**config.mk**
```make
export PLATFORM = sky130hd
export DESIGN_NAME = ntc_converter
export DESIGN_NICKNAME = d
export VERILOG_FILES = /design/src/common/ntc_pkg.sv /design/src/core/ntc_converter.sv
export VERILOG_INCLUDE_DIRS = /design/src /design/src/common
export SDC_FILE = /design/constraint.sdc
export NUM_CORES = 1
export LEC_CHECK = 0
export BUFFER_PORTS_ARGS = -buffer_cell sky130_fd_sc_hd__clkbuf_2
export CAP_MARGIN = 30
export CORE_MARGIN = 5
export CORE_UTILIZATION = 30
export CTS_CLUSTER_SIZE = 40
export DETAILED_ROUTE_END_ITERATION = 8
export PLACE_DENSITY = 0.51
export RECOVER_POWER = 100
export SETUP_SLACK_MARGIN = 0.5
export SLEW_MARGIN = 0
export SYNTH_ARGS = -nofsm -noshare
export SYNTH_HDL_FRONTEND = slang
export SYNTH_SLANG_ARGS = --single-unit
```
**constraint.sdc**
```tcl
create_clock -name clk -period 7.4 [get_ports clk]
set_input_delay 1.85 -clock clk [delete_from_list [all_inputs] [get_ports clk]]
set_output_delay 1.85 -clock clk [all_outputs]
set_load 0.05 [all_outputs]
```
**src/common/ntc_params.svh**
```systemverilog
// constants for the numeric type converter
`ifndef NTC_PARAMS_SVH
`define NTC_PARAMS_SVH

// floating-point field layout
`define NTC_EXP_BIAS     8'h7f
`define NTC_EXP_SPECIAL  8'hff
`define NTC_MANT_BITS    24
`define NTC_MAX_SHIFT    8'h1f

// decimal limits
`define NTC_BCD_MAX      16'h270f
`define NTC_DIGIT_MAX    4'h9
`define NTC_BCD_DIGITS   4

// reset values of the result registers
`define NTC_RES16_RST    16'h0000
`define NTC_RES32_RST    32'h0000_0000

// result latency in clock cycles
`define NTC_LATENCY      1

`endif

```
**src/common/ntc_pkg.sv**
```systemverilog
// types shared by the numeric type converter
package ntc_pkg;

  // source format of the signed-integer operation
  typedef enum logic {
    NTC_SRC_BCD  = 1'b0,
    NTC_SRC_REAL = 1'b1
  } ntc_src_t;

  // integer width selection
  typedef enum logic {
    NTC_W16 = 1'b0,
    NTC_W32 = 1'b1
  } ntc_width_t;

endpackage

```
**src/core/ntc_converter.sv**
```systemverilog
// numeric type converter: six registered conversion paths
`timescale 1ns/10ps
`default_nettype none
`include "ntc_params.svh"

module ntc_converter
  import ntc_pkg::*;
(
  // clock and reset
  input  wire logic        clk,
  input  wire logic        sys_rst,
  // integer to bcd
  input  wire logic        bcd_en,
  input  wire logic [15:0] bcd_src,
  output var  logic [15:0] bcd_res,
  output var  logic        bcd_ok,
  // bcd or real to signed integer
  input  wire logic        int_en,
  input  wire ntc_src_t    int_sel,
  input  wire logic [31:0] int_src,
  output var  logic [15:0] int_res,
  output var  logic        int_ok,
  // real to double_width_signed
  input  wire logic        dws_en,
  input  wire logic [31:0] dws_src,
  output var  logic [31:0] dws_res,
  output var  logic        dws_ok,
  // integer to real
  input  wire logic        real_en,
  input  wire ntc_width_t  real_width,
  input  wire logic [31:0] real_src,
  output var  logic [31:0] real_res,
  output var  logic        real_ok,
  // real to word
  input  wire logic        word_en,
  input  wire logic [31:0] word_src,
  output var  logic [15:0] word_res,
  output var  logic        word_ok,
  // truncate_toward_zero_op
  input  wire logic        trunc_en,
  input  wire ntc_width_t  trunc_width,
  input  wire logic [31:0] trunc_src,
  output var  logic [31:0] trunc_res,
  output var  logic        trunc_ok
);

  ////////////////////////////////////////////////////////////////////////////
  // shared arithmetic
  // real to integer, toward zero; 42 bits so every overflow stays visible
  function automatic logic signed [41:0] real_trunc(input logic [31:0] r);
    logic [7:0]  e;
    logic [63:0] t;
    logic [40:0] m;
    begin
      e = r[30:23];
      t = 64'h0;
      m = 41'h0;
      if (e >= `NTC_EXP_BIAS) begin
        if (e > `NTC_EXP_BIAS + `NTC_MAX_SHIFT) begin
          m = {1'b1, 40'h0};
        end else begin
          t = {40'h0, 1'b1, r[22:0]} << (e - `NTC_EXP_BIAS);
          m = t[63:23];
        end
      end
      real_trunc = r[31] ? -$signed({1'b0, m}) : $signed({1'b0, m});
    end
  endfunction
  function automatic logic is_special(input logic [31:0] r);
    is_special = (r[30:23] == `NTC_EXP_SPECIAL);
  endfunction
  function automatic logic fits16(input logic signed [41:0] v);
    fits16 = (&v[41:15]) | ~(|v[41:15]);
  endfunction
  function automatic logic fits32(input logic signed [41:0] v);
    fits32 = (&v[41:31]) | ~(|v[41:31]);
  endfunction

  ////////////////////////////////////////////////////////////////////////////
  // conversion results (combinational)
  logic [15:0]        bcd_enc;
  logic [15:0]        bcd_dec;
  logic               bcd_digits_ok;
  logic signed [41:0] int_tr;
  logic signed [41:0] dws_tr;
  logic signed [41:0] word_tr;
  logic signed [41:0] trunc_tr;
  logic [31:0]        flt_in;
  logic [31:0]        flt_out;

  always_comb begin
    logic [15:0] x;
    x = bcd_src;
    bcd_enc = 16'h0;
    for (int i = 0; i < `NTC_BCD_DIGITS; i++) begin
      bcd_enc[i*4 +: 4] = 4'(x % 16'd10);
      x = x / 16'd10;
    end
  end
  always_comb begin
    bcd_dec = 16'h0;
    bcd_digits_ok = 1'b1;
    for (int i = `NTC_BCD_DIGITS - 1; i >= 0; i--) begin
      if (int_src[i*4 +: 4] > `NTC_DIGIT_MAX) begin
        bcd_digits_ok = 1'b0;
      end
      bcd_dec = 16'(bcd_dec * 16'd10) + {12'h0, int_src[i*4 +: 4]};
    end
  end
  assign int_tr   = real_trunc(int_src);
  assign dws_tr   = real_trunc(dws_src);
  assign word_tr  = real_trunc(word_src);
  assign trunc_tr = real_trunc(trunc_src);
  // 16-bit sources are sign extended before conversion
  assign flt_in = (real_width == NTC_W32) ? real_src
                                          : {{16{real_src[15]}}, real_src[15:0]};
  // integer to real, round to nearest even on the 24-bit mantissa
  always_comb begin
    logic [31:0] mag;
    logic [31:0] norm;
    logic [4:0]  lead;
    logic [24:0] sum;
    logic        rnd;
    mag  = flt_in[31] ? 32'(-flt_in) : flt_in;
    lead = 5'h0;
    for (int i = 0; i < 32; i++) begin
      if (mag[i]) begin
        lead = 5'(i);
      end
    end
    norm = mag << (5'd31 - lead);
    rnd  = norm[7] & ((|norm[6:0]) | norm[8]);
    sum  = {1'b0, norm[31:8]} + {24'h0, rnd};
    if (mag == 32'h0) begin
      flt_out = 32'h0;
    end else if (sum[24]) begin
      flt_out = {flt_in[31], 8'(`NTC_EXP_BIAS + {3'h0, lead} + 8'h1), sum[23:1]};
    end else begin
      flt_out = {flt_in[31], 8'(`NTC_EXP_BIAS + {3'h0, lead}), sum[22:0]};
    end
  end

  ////////////////////////////////////////////////////////////////////////////
  // result registers: a failed or idle cycle keeps the last good result
  // operands are only read here, never written back
  always_ff @(posedge clk or posedge sys_rst) begin
    if (sys_rst) begin
      bcd_res <= `NTC_RES16_RST;
      bcd_ok  <= 1'b0;
    end else begin
      bcd_ok <= 1'b0;
      if (bcd_en && !bcd_src[15] && bcd_src <= `NTC_BCD_MAX) begin
        bcd_res <= bcd_enc;
        bcd_ok  <= 1'b1;
      end
    end
  end

  always_ff @(posedge clk or posedge sys_rst) begin
    if (sys_rst) begin
      int_res <= `NTC_RES16_RST;
      int_ok  <= 1'b0;
    end else begin
      int_ok <= 1'b0;
      if (int_en) begin
        if (int_sel == NTC_SRC_BCD) begin
          if (bcd_digits_ok) begin
            int_res <= bcd_dec;
            int_ok  <= 1'b1;
          end
        end else if (!is_special(int_src) && fits16(int_tr)) begin
          int_res <= int_tr[15:0];
          int_ok  <= 1'b1;
        end
      end
    end
  end

  // low mantissa bits of large reals are already gone: only 24 significant bits
  always_ff @(posedge clk or posedge sys_rst) begin
    if (sys_rst) begin
      dws_res <= `NTC_RES32_RST;
      dws_ok  <= 1'b0;
    end else begin
      dws_ok <= 1'b0;
      if (dws_en && !is_special(dws_src) && fits32(dws_tr)) begin
        dws_res <= dws_tr[31:0];
        dws_ok  <= 1'b1;
      end
    end
  end

  // every 32-bit integer has a real form, so no error case exists here
  always_ff @(posedge clk or posedge sys_rst) begin
    if (sys_rst) begin
      real_res <= `NTC_RES32_RST;
      real_ok  <= 1'b0;
    end else begin
      real_ok <= real_en;
      if (real_en) begin
        real_res <= flt_out;
      end
    end
  end

  always_ff @(posedge clk or posedge sys_rst) begin
    if (sys_rst) begin
      word_res <= `NTC_RES16_RST;
      word_ok  <= 1'b0;
    end else begin
      word_ok <= 1'b0;
      if (word_en && !is_special(word_src) && word_tr[41:16] == 26'h0) begin
        word_res <= word_tr[15:0];
        word_ok  <= 1'b1;
      end
    end
  end

  always_ff @(posedge clk or posedge sys_rst) begin
    if (sys_rst) begin
      trunc_res <= `NTC_RES32_RST;
      trunc_ok  <= 1'b0;
    end else begin
      trunc_ok <= 1'b0;
      if (trunc_en && !is_special(trunc_src)) begin
        if (trunc_width == NTC_W32 && fits32(trunc_tr)) begin
          trunc_res <= trunc_tr[31:0];
          trunc_ok  <= 1'b1;
        end else if (trunc_width == NTC_W16 && fits16(trunc_tr)) begin
          trunc_res <= {{16{trunc_tr[15]}}, trunc_tr[15:0]};
          trunc_ok  <= 1'b1;
        end
      end
    end
  end
endmodule

`default_nettype wire

```
==> results by group, run 1 <==
Finish
  • Fin cells: 6805
  • Fraction of layout cells with a size suffix above 1: roughly two fifths
  • Most frequent cells in the layout: 1129 x buf_4, 516 x nand2_1, 371 x nor2_1, 273 x a21oi_1, 258 x o21ai_0
  • Post-layout nets: between 5000 and 6000
  • Area growth from synthesis to layout: 56.1%
  • Most common cell after layout, fill and taps aside: buf_4

STA
  • FMAX: 122 MHz
  • Relative slew slack: -168%
  • Final cycle utilization of the critical path: 111%
  • Clk_skew: 0 ps
  • RSZ-0062 raised after global routing: yes
  • Worst-margin pin slew: 4020 ps
  • Final Max Tran Viols: between 150 and 200
  • Setup_tns: -2370 ps
  • Setup slack after layout: -816 ps
  • Min Tclk post-route: 8220 ps
  • Final Hold Fails: 0
  • Finish-stage setup viols: 20

CTS
  • Reg clk slew, reported paths: about 70 ps
  • Skew-Pair Late Insertion Delay: 490 ps
  • CTS tree: yes
  • CTS Buf Count: 17
  • Number of H-tree levels: 4
  • CTS Hold Bufs: 0
  • Clock sinks: 150
  • CTS max path bufs: 2
  • Clock tree root driver cell: clkbuf_16

Status
  • Status: finished, violations left
  • Failing checks: capacitance limit, slew limit, setup timing

Worst setup path
  • Reg2reg start: trunc_res[14]
  • Reg2reg setup slack: roughly 6600 ps
  • Top delay family on crit path: compound AO/OA/AOI/OAI gates
  • Crit-path slowest cell: a2111oi_4
  • Crit path launch type: input port
  • Worst Path Required: 7790 ps
  • CP Buf/Inv Count: 3
  • Reg2reg end: trunc_res[14]
  • Crit-path max cell delay: 480 ps
  • Register-to-Register Path Depth: 1
  • Worst path arrival time: 8610 ps
  • Critical path endpoint category: flip-flop
  • WS Path Type: input port to flip-flop
  • Largest fanout on the critical path: 8

Synthesis
  • Synthesis-stage register bit count: 150
  • Primary FF master, synth: dfrtp_1
  • Sequential fraction of the synthesis area: 12.7%
  • Cell Area, Synth: 29600 um2
  • Yosys cell types: 120
  • Avg Synthesized Cell Area: 7.07 um2
  • Post-Syn Nets: roughly 4500
  • Synthesized netlist cell count: 4191
  • Ys async rst share: 100%
  • YS warnings: 0
  • EDFF count, synth: 0

Drt
  • Vias per Instance: ~5.5
  • Vias: 37200
  • DRC Markers: 0
  • Antenna-violating nets left: 0
  • Initial drt markers: ~2500
  • Detailed-route wire length per cell: 19.1 um
  • Final WL: 130000 um
  • Pre-Repair DR Iteration Count: 6

Power
  • Sw Share: 47.2%
  • Power Dens Cells: approximately 290 nW/um2
  • Clock power frac: 7.4%
  • NetSw: 6.23 mW
  • Reg power frac: about a tenth
  • Maximum VDD drop: 412 uV
  • Int Power: 6.96 mW
  • Combinational share of power: 83.3%
  • Pleak: just over 20 nW

Worst hold path
  • HP Start: bcd_res[0]
  • Worst Hold Path EP: bcd_res[0]
  • Hold depth: 2
  • Hold Path Class: flip-flop to flip-flop

Placement
  • Buffers added on ports: between 300 and 400
  • Placed insts: 6580
  • Hpwl dp: 103000 um
  • Gpl congestion: 0.945
  • Place WS: -1530 ps

Die
  • Die Wd: 324 um
  • Starting Density: between 30% and 40%
  • CORE AREA: 98100 um2
  • I/O pins: 337
  • Die H: 324 um
  • Die ar.: approximately 110000 um2
  • Cell row count: 115

Global route
  • Largest net degree at the start of global routing: 89
  • Number of global-route vias before repair: 35500
  • Global Route Usage Sum: 22.9%
  • First-pass GRT wire length: 196000 um
  • Initial antenna violation count: 2
  • Congestion Overflow GR: 0

Run
  • Max-Cap Viols: 2
[cells in the mapped netlist (all sizes together), types with 23 or more instances]
cell type | n | area (um2)
mux2 | 161 | 1810
xnor2 | 170 | 1490
xor2 | 91 | 812
mux2i | 208 | 2080
nor2 | 401 | 1510
a22oi | 28 | 224
o22ai | 54 | 338
nor2b | 36 | 228
a211oi | 39 | 310
or3 | 40 | 250
nand4 | 38 | 238
nand2 | 541 | 2030
and3 | 49 | 307
dfrtp | 150 | 3750
o32ai | 23 | 209
a21o | 25 | 188
mux4 | 41 | 923
or2 | 36 | 225
o211ai | 41 | 313
buf | 97 | 483
nor3 | 128 | 651
o2bb2ai | 23 | 201
clkbuf | 183 | 687
nor4 | 47 | 307
inv | 113 | 424
nand3 | 146 | 731
ha | 81 | 1010
a31oi | 66 | 419
o31ai | 54 | 410
a21oi | 313 | 1570
o21ai | 322 | 1640
nand2b | 49 | 309
and2 | 44 | 275
[cell type report]
| cell class | count | area, um2 |
|---|---|---|
| Tap cell | 1287 | 1610 |
| Antenna cell | 2 | 5.00 |
| Multi-Input combinational cell | 3641 | 28000 |
| Inverter | 120 | 478 |
| Fill cell | 9887 | 51900 |
| Clock buffer | 18 | 439 |
| Sequential cell | 150 | 3750 |
| Timing Repair Buffer | 1573 | 11800 |
| Clock inverter | 14 | 175 |
[power groups by stage]
| stage | clock network [mW] | registers, mW | logic, mW |
|---|---|---|---|
| 4_1_cts | 1.02 | 1.22 | 9.80 |
| 2_1_floorplan | 0 | 1.99 | 4.91 |
| 5_1_grt | 1.04 | 1.25 | 11.9 |
| 3_5_place_dp | 0 | 1.23 | 9.13 |
| 6_report | 0.982 | 1.22 | 11.0 |
| 3_3_place_gp | 0 | 1.23 | 9.12 |
[routing by layer]
metal	track usage, %	wire (um)	vias up	share of wire (%)
met1	29.3	56000	17700	43
met3	3.67	7240	202	5.6
met5	0	13	-	0.010
met2	40.0	62800	1079	48
li1	-	-	18200	-
met4	6.64	3740	2	2.9
[cell families (layout without fill, tap and decap cells)]
| kind of cell | count (synthesis) | after routing | share of synthesized area (%) |
|---|---|---|---|
| XOR/XNOR | 262 | 262 | 7.85 |
| AND/OR/NAND/NOR | 1625 | 1625 | 25.9 |
| adder cells (fa/ha/maj) | 92 | 92 | 4.00 |
| other | 1 | 3 | 0.0127 |
| buffers and inverters | 400 | 1725 | 5.47 |
| flip-flops | 150 | 150 | 12.7 |
| AO/OA/AOI/OAI | 1251 | 1251 | 27.9 |
| multiplexers | 410 | 410 | 16.3 |
[worst max-delay path by stage]
| stage | startpoint | end | slack, ps | cells after the start |
|---|---|---|---|---|
| 2_1_floorplan | bcd_src[12] | bcd_res[14] | -1120 | 31 |
| 3_3_place_gp | bcd_src[12] | bcd_res[14] | -1470 | 32 |
| 3_5_place_dp | bcd_src[12] | bcd_res[14] | -1530 | 31 |
| 4_1_cts | bcd_src[12] | bcd_res[14] | -680 | 33 |
| 5_1_grt | bcd_src[12] | bcd_res[14] | -1120 | 34 |
| 6_report | bcd_src[12] | bcd_res[14] | -820 | 33 |
[sequential cells by signal, summed over array words and instances (netlist names)]
| name | cells |
|---|---|
| bcd_ok | 1 |
| dws_res | 32 |
| dws_ok | 1 |
| trunc_ok | 1 |
| int_res | 16 |
| bcd_res | 16 |
| word_ok | 1 |
| int_ok | 1 |
| real_ok | 1 |
| word_res | 16 |
| trunc_res | 32 |
| real_res | 32 |
[per-stage QoR]
stage | total power, mW | hold slack [ps] | util (%) | area (um2)
CTS | 12.0 | 481 | 44.6 | 43800
global placement | 10.4 | 459 | 42.0 | 41300
finish | 13.2 | 473 | 47.1 | 46200
detailed placement | 10.4 | 463 | 42.1 | 41300
floorplan | 6.90 | 745 | - | 31400
global route | 14.2 | 495 | 47.1 | 46200
[repair_timing]
action,in CTS,in global routing
pin swaps,94,169
buffers inserted,72,103
hold endpoints to repair,0,0
gates cloned,8,8
endpoints found under the setup margin,99,140
gates resized for setup,220,413
Power figures use the tool's default switching activity.
==> run 2, diff against run 1 <==
--- a/config.mk
+++ b/config.mk
@@ -6,13 +6,16 @@
 export SDC_FILE = /design/constraint.sdc
 export NUM_CORES = 1
 export LEC_CHECK = 0
+export ABC_AREA = 1
 export BUFFER_PORTS_ARGS = -buffer_cell sky130_fd_sc_hd__clkbuf_2
 export CAP_MARGIN = 30
+export CELL_PAD_IN_SITES_DETAIL_PLACEMENT = 1
+export CELL_PAD_IN_SITES_GLOBAL_PLACEMENT = 2
 export CORE_MARGIN = 5
 export CORE_UTILIZATION = 30
 export CTS_CLUSTER_SIZE = 40
 export DETAILED_ROUTE_END_ITERATION = 8
-export PLACE_DENSITY = 0.51
+export PLACE_DENSITY = 0.85
 export RECOVER_POWER = 100
 export SETUP_SLACK_MARGIN = 0.5
 export SLEW_MARGIN = 0
==> results by group, run 2 <==
Synthesis
  • EDFF count, synth: 0 (unchanged)
  • Largest area contributor in the netlist: nand2_1
  • Sequential fraction of the synthesis area: 14.6% (+1.9 points)
  • Most frequent cells after synthesis: 1357 x nand2_1, 727 x o21ai_0, 550 x inv_1, 419 x nor2_1, 203 x nand3_1
  • Most frequent cell after synthesis: nand2_1
  • Cell Area, Synth: 25800 um2 (-13%)
  • Post-Syn Nets: 4914 (+10%)
  • Primary FF master, synth: dfrtp_1
  • Post-synth top area share: 19.8% (+7.1 points)
  • Top cells by area, synth: nand2_1 20%, dfrtp_1 15%, o21ai_0 14%
  • Synthesized netlist cell count: 4642 (+11%)
  • Avg Synthesized Cell Area: 5.55 um2 (-21%)
  • YS warnings: 0 (unchanged)
  • Yosys cell types: 71 (-41%)
  • Synthesis-stage register bit count: 150 (unchanged)
  • Ys async rst share: 100% (unchanged)

Worst setup path
  • Worst path arrival time: 10010 ps (+1400 ps)
  • Top delay family on crit path: simple AND/OR/NAND/NOR gates
  • Worst Path Required: 7790 ps (about the same)
  • Crit-path max cell delay: 240 ps (-240 ps)
  • WS Path Type: input port to flip-flop
  • CP Buf/Inv Count: 19 (+16)
  • Reg2reg setup slack: 6500 ps (-70 ps)
  • Critical path endpoint category: flip-flop
  • Most used cell, CP: nand2_2
  • Crit path launch type: input port
  • Largest fanout on the critical path: 6 (-2)
  • Crit-path slowest cell: a21oi_4

STA
  • FMAX: 104 MHz (-15%)
  • Finish-stage setup viols: 56 (+180%)
  • Final Max Tran Viols: 153 (unchanged)
  • Final cycle utilization of the critical path: 130% (+19 points)
  • Relative slew slack: -176% (-7.5 points)
  • Setup_tns: -52290 ps (-49920 ps)
  • Min Tclk post-route: 9620 ps (+1400 ps)
  • RSZ-0062 raised after global routing: yes
  • Setup slack after layout: -2220 ps (-1400 ps)
  • Worst-margin pin slew: 4110 ps (+90.4 ps)
  • Clk_skew: 0 ps (unchanged)
  • Final Hold Fails: 0 (unchanged)

Drt
  • Highest routed layer: met5
  • Detailed-route wire length per cell: 19.4 um (+1.9%)
  • Met2 Wirelength: 69700 um (+11%)
  • Pre-Repair DR Iteration Count: 5 (-1)
  • DRC Markers: 0 (unchanged)
  • Vias: 38300 (+2.9%)
  • Initial drt markers: 2095 (-18%)
  • Vias per Instance: 5.22 (-4.5%)
  • Met1 wire length: 58700 um (+4.8%)
  • Antenna-violating nets left: 0 (unchanged)
  • WL met3: 7380 um (+1.9%)
  • Final WL: 142000 um (+9.8%)

Finish
  • Most frequent cells in the layout: 1240 x buf_4, 1176 x nand2_1, 474 x o21ai_0, 472 x inv_1, 348 x nor2_1
  • Most common cell after layout, fill and taps aside: buf_4
  • Fin area: 43400 um2 (-6.2%)
  • Fraction of layout cells with a size suffix above 1: 38.5% (-1.9 points)
  • Post-layout nets: 6437 (+11%)
  • Area growth from synthesis to layout: 68.4%
  • Fill cell count: 11400 (+15%)
  • Multi-input gate area: 22600 um2 (-19%)
  • Register area: 3750 um2 (unchanged)
  • Regs by FF count: dws_res (32), real_res (32), trunc_res (32)

CTS
  • CTS max path bufs: 2 (unchanged)
  • CTS tree: yes
  • Reg clk slew, reported paths: 70 ps (about the same)
  • CTS Buf Count: 17 (unchanged)
  • Clock sinks: 150 (unchanged)
  • Skew-Pair Late Insertion Delay: 500 ps (about the same)
  • Clock tree root driver cell: clkbuf_16
  • Number of H-tree levels: 4 (unchanged)

Die
  • Starting Density: 30.2% (+0.041 points)
  • Die ar.: 91900 um2 (-13%)
  • Die H: 303 um (-6.5%)
  • CORE AREA: 85300 um2 (-13%)
  • Cell row count: 107 (-7.0%)
  • I/O pins: 337 (unchanged)
  • Die Wd: 303 um (-6.5%)

Global route
  • Largest net degree at the start of global routing: 86 (-3.4%)
  • Congestion Overflow GR: 0 (unchanged)
  • Initial antenna violation count: 18 (+16)
  • Global Route Usage Sum: 26.3% (+3.4 points)
  • First-pass GRT wire length: 199000 um (+1.4%)
  • Number of global-route vias before repair: 38700 (+9.0%)

Status
  • Failing checks: capacitance limit, slew limit, setup timing
  • Status: finished, violations left

Worst hold path
  • Hold Path Class: flip-flop to flip-flop

Placement
  • Gpl congestion: 0.904 (-4.3%)
  • Post-DP Area: 36800 um2 (-11%)
  • Buffers added on ports: 336 (unchanged)
  • Hpwl dp: 94200 um (-8.3%)

Run
  • Max-Cap Viols: 2 (unchanged)
-- run 2: repair_timing --
| item | 4_1_cts | 5_1_grt |
|---|---|---|
| pin swaps | 198 | 267 |
| gates cloned | 8 | 12 |
| setup endpoints to repair | 140 | 147 |
| resized for setup | 472 | 590 |
| buffers inserted | 215 | 87 |
| hold buffers | 0 | 0 |
-- run 2: worst paths after layout --
path                        startpoint           to  cells after the start
max                        bcd_src[15]  bcd_res[15]                     74
min                         bcd_res[9]   bcd_res[9]                      2
max reg2reg                 int_res[8]   int_res[8]                      2
min reg2reg                 bcd_res[9]   bcd_res[9]                      2
max in group asynchronous      sys_rst  dws_res[12]                      3
min in group asynchronous      sys_rst  bcd_res[10]                      2
-- run 2: metal layers --
layer | up-vias | track usage (%)
met1 | 18500 | 32.3
met2 | 1062 | 47.1
met3 | 466 | 4.47
met4 | 20 | 7.81
met5 | - | 0
li1 | 18300 | -
-- run 2: through the flow --
| stage | hold WS [ps] | setup slack (ps) | instances | utilization [%] |
|---|---|---|---|---|
| 5_1_grt | 497 | -2610 | 7324 | 50.9 |
| 3_3_place_gp | 454 | -1700 | 6968 | 43.2 |
| 6_report | 477 | -2220 | 7330 | 50.9 |
| 2_1_floorplan | 750 | -1280 | 4642 | - |
| 4_1_cts | 480 | -1220 | 7223 | 47.8 |
| 3_5_place_dp | 465 | -2280 | 6968 | 43.2 |
-- run 2: layout make-up --
cell class | count | share of cell area, %
diodes | 8 | 0.0461
clock buffers | 17 | 0.980
clock inverters | 15 | 0.427
inverters | 588 | 5.39
multi-input cells | 3712 | 52.0
flip-flops and latches | 150 | 8.65
well taps | 1144 | 3.30
repair buffers | 1696 | 29.2
-- run 2: logic make-up (layout without fill, tap and decap cells) --
group           after synthesis  count (layout)  synth area share, %
compound gates             1064            1064                 22.8
flops                       150             150                 14.6
simple gates               2287            2289                 37.4
other cells                   1               9               0.0145
buf+inv                     782            2316                 11.4
xor+xnor                    245             245                 8.38
mux                          28              28                 1.09
fa+ha+maj                    85              85                 4.30
-- run 2: worst register-to-register path, cell delays in order (launching register included) --
cell	delay, ps
dfrtp_1	530
nor2_4	50
a31oi_1	220
Power of run 2 is left out: the tool's default activity adds up to more than one toggle a clock period on the data nets, which glitch-free logic cannot reach.
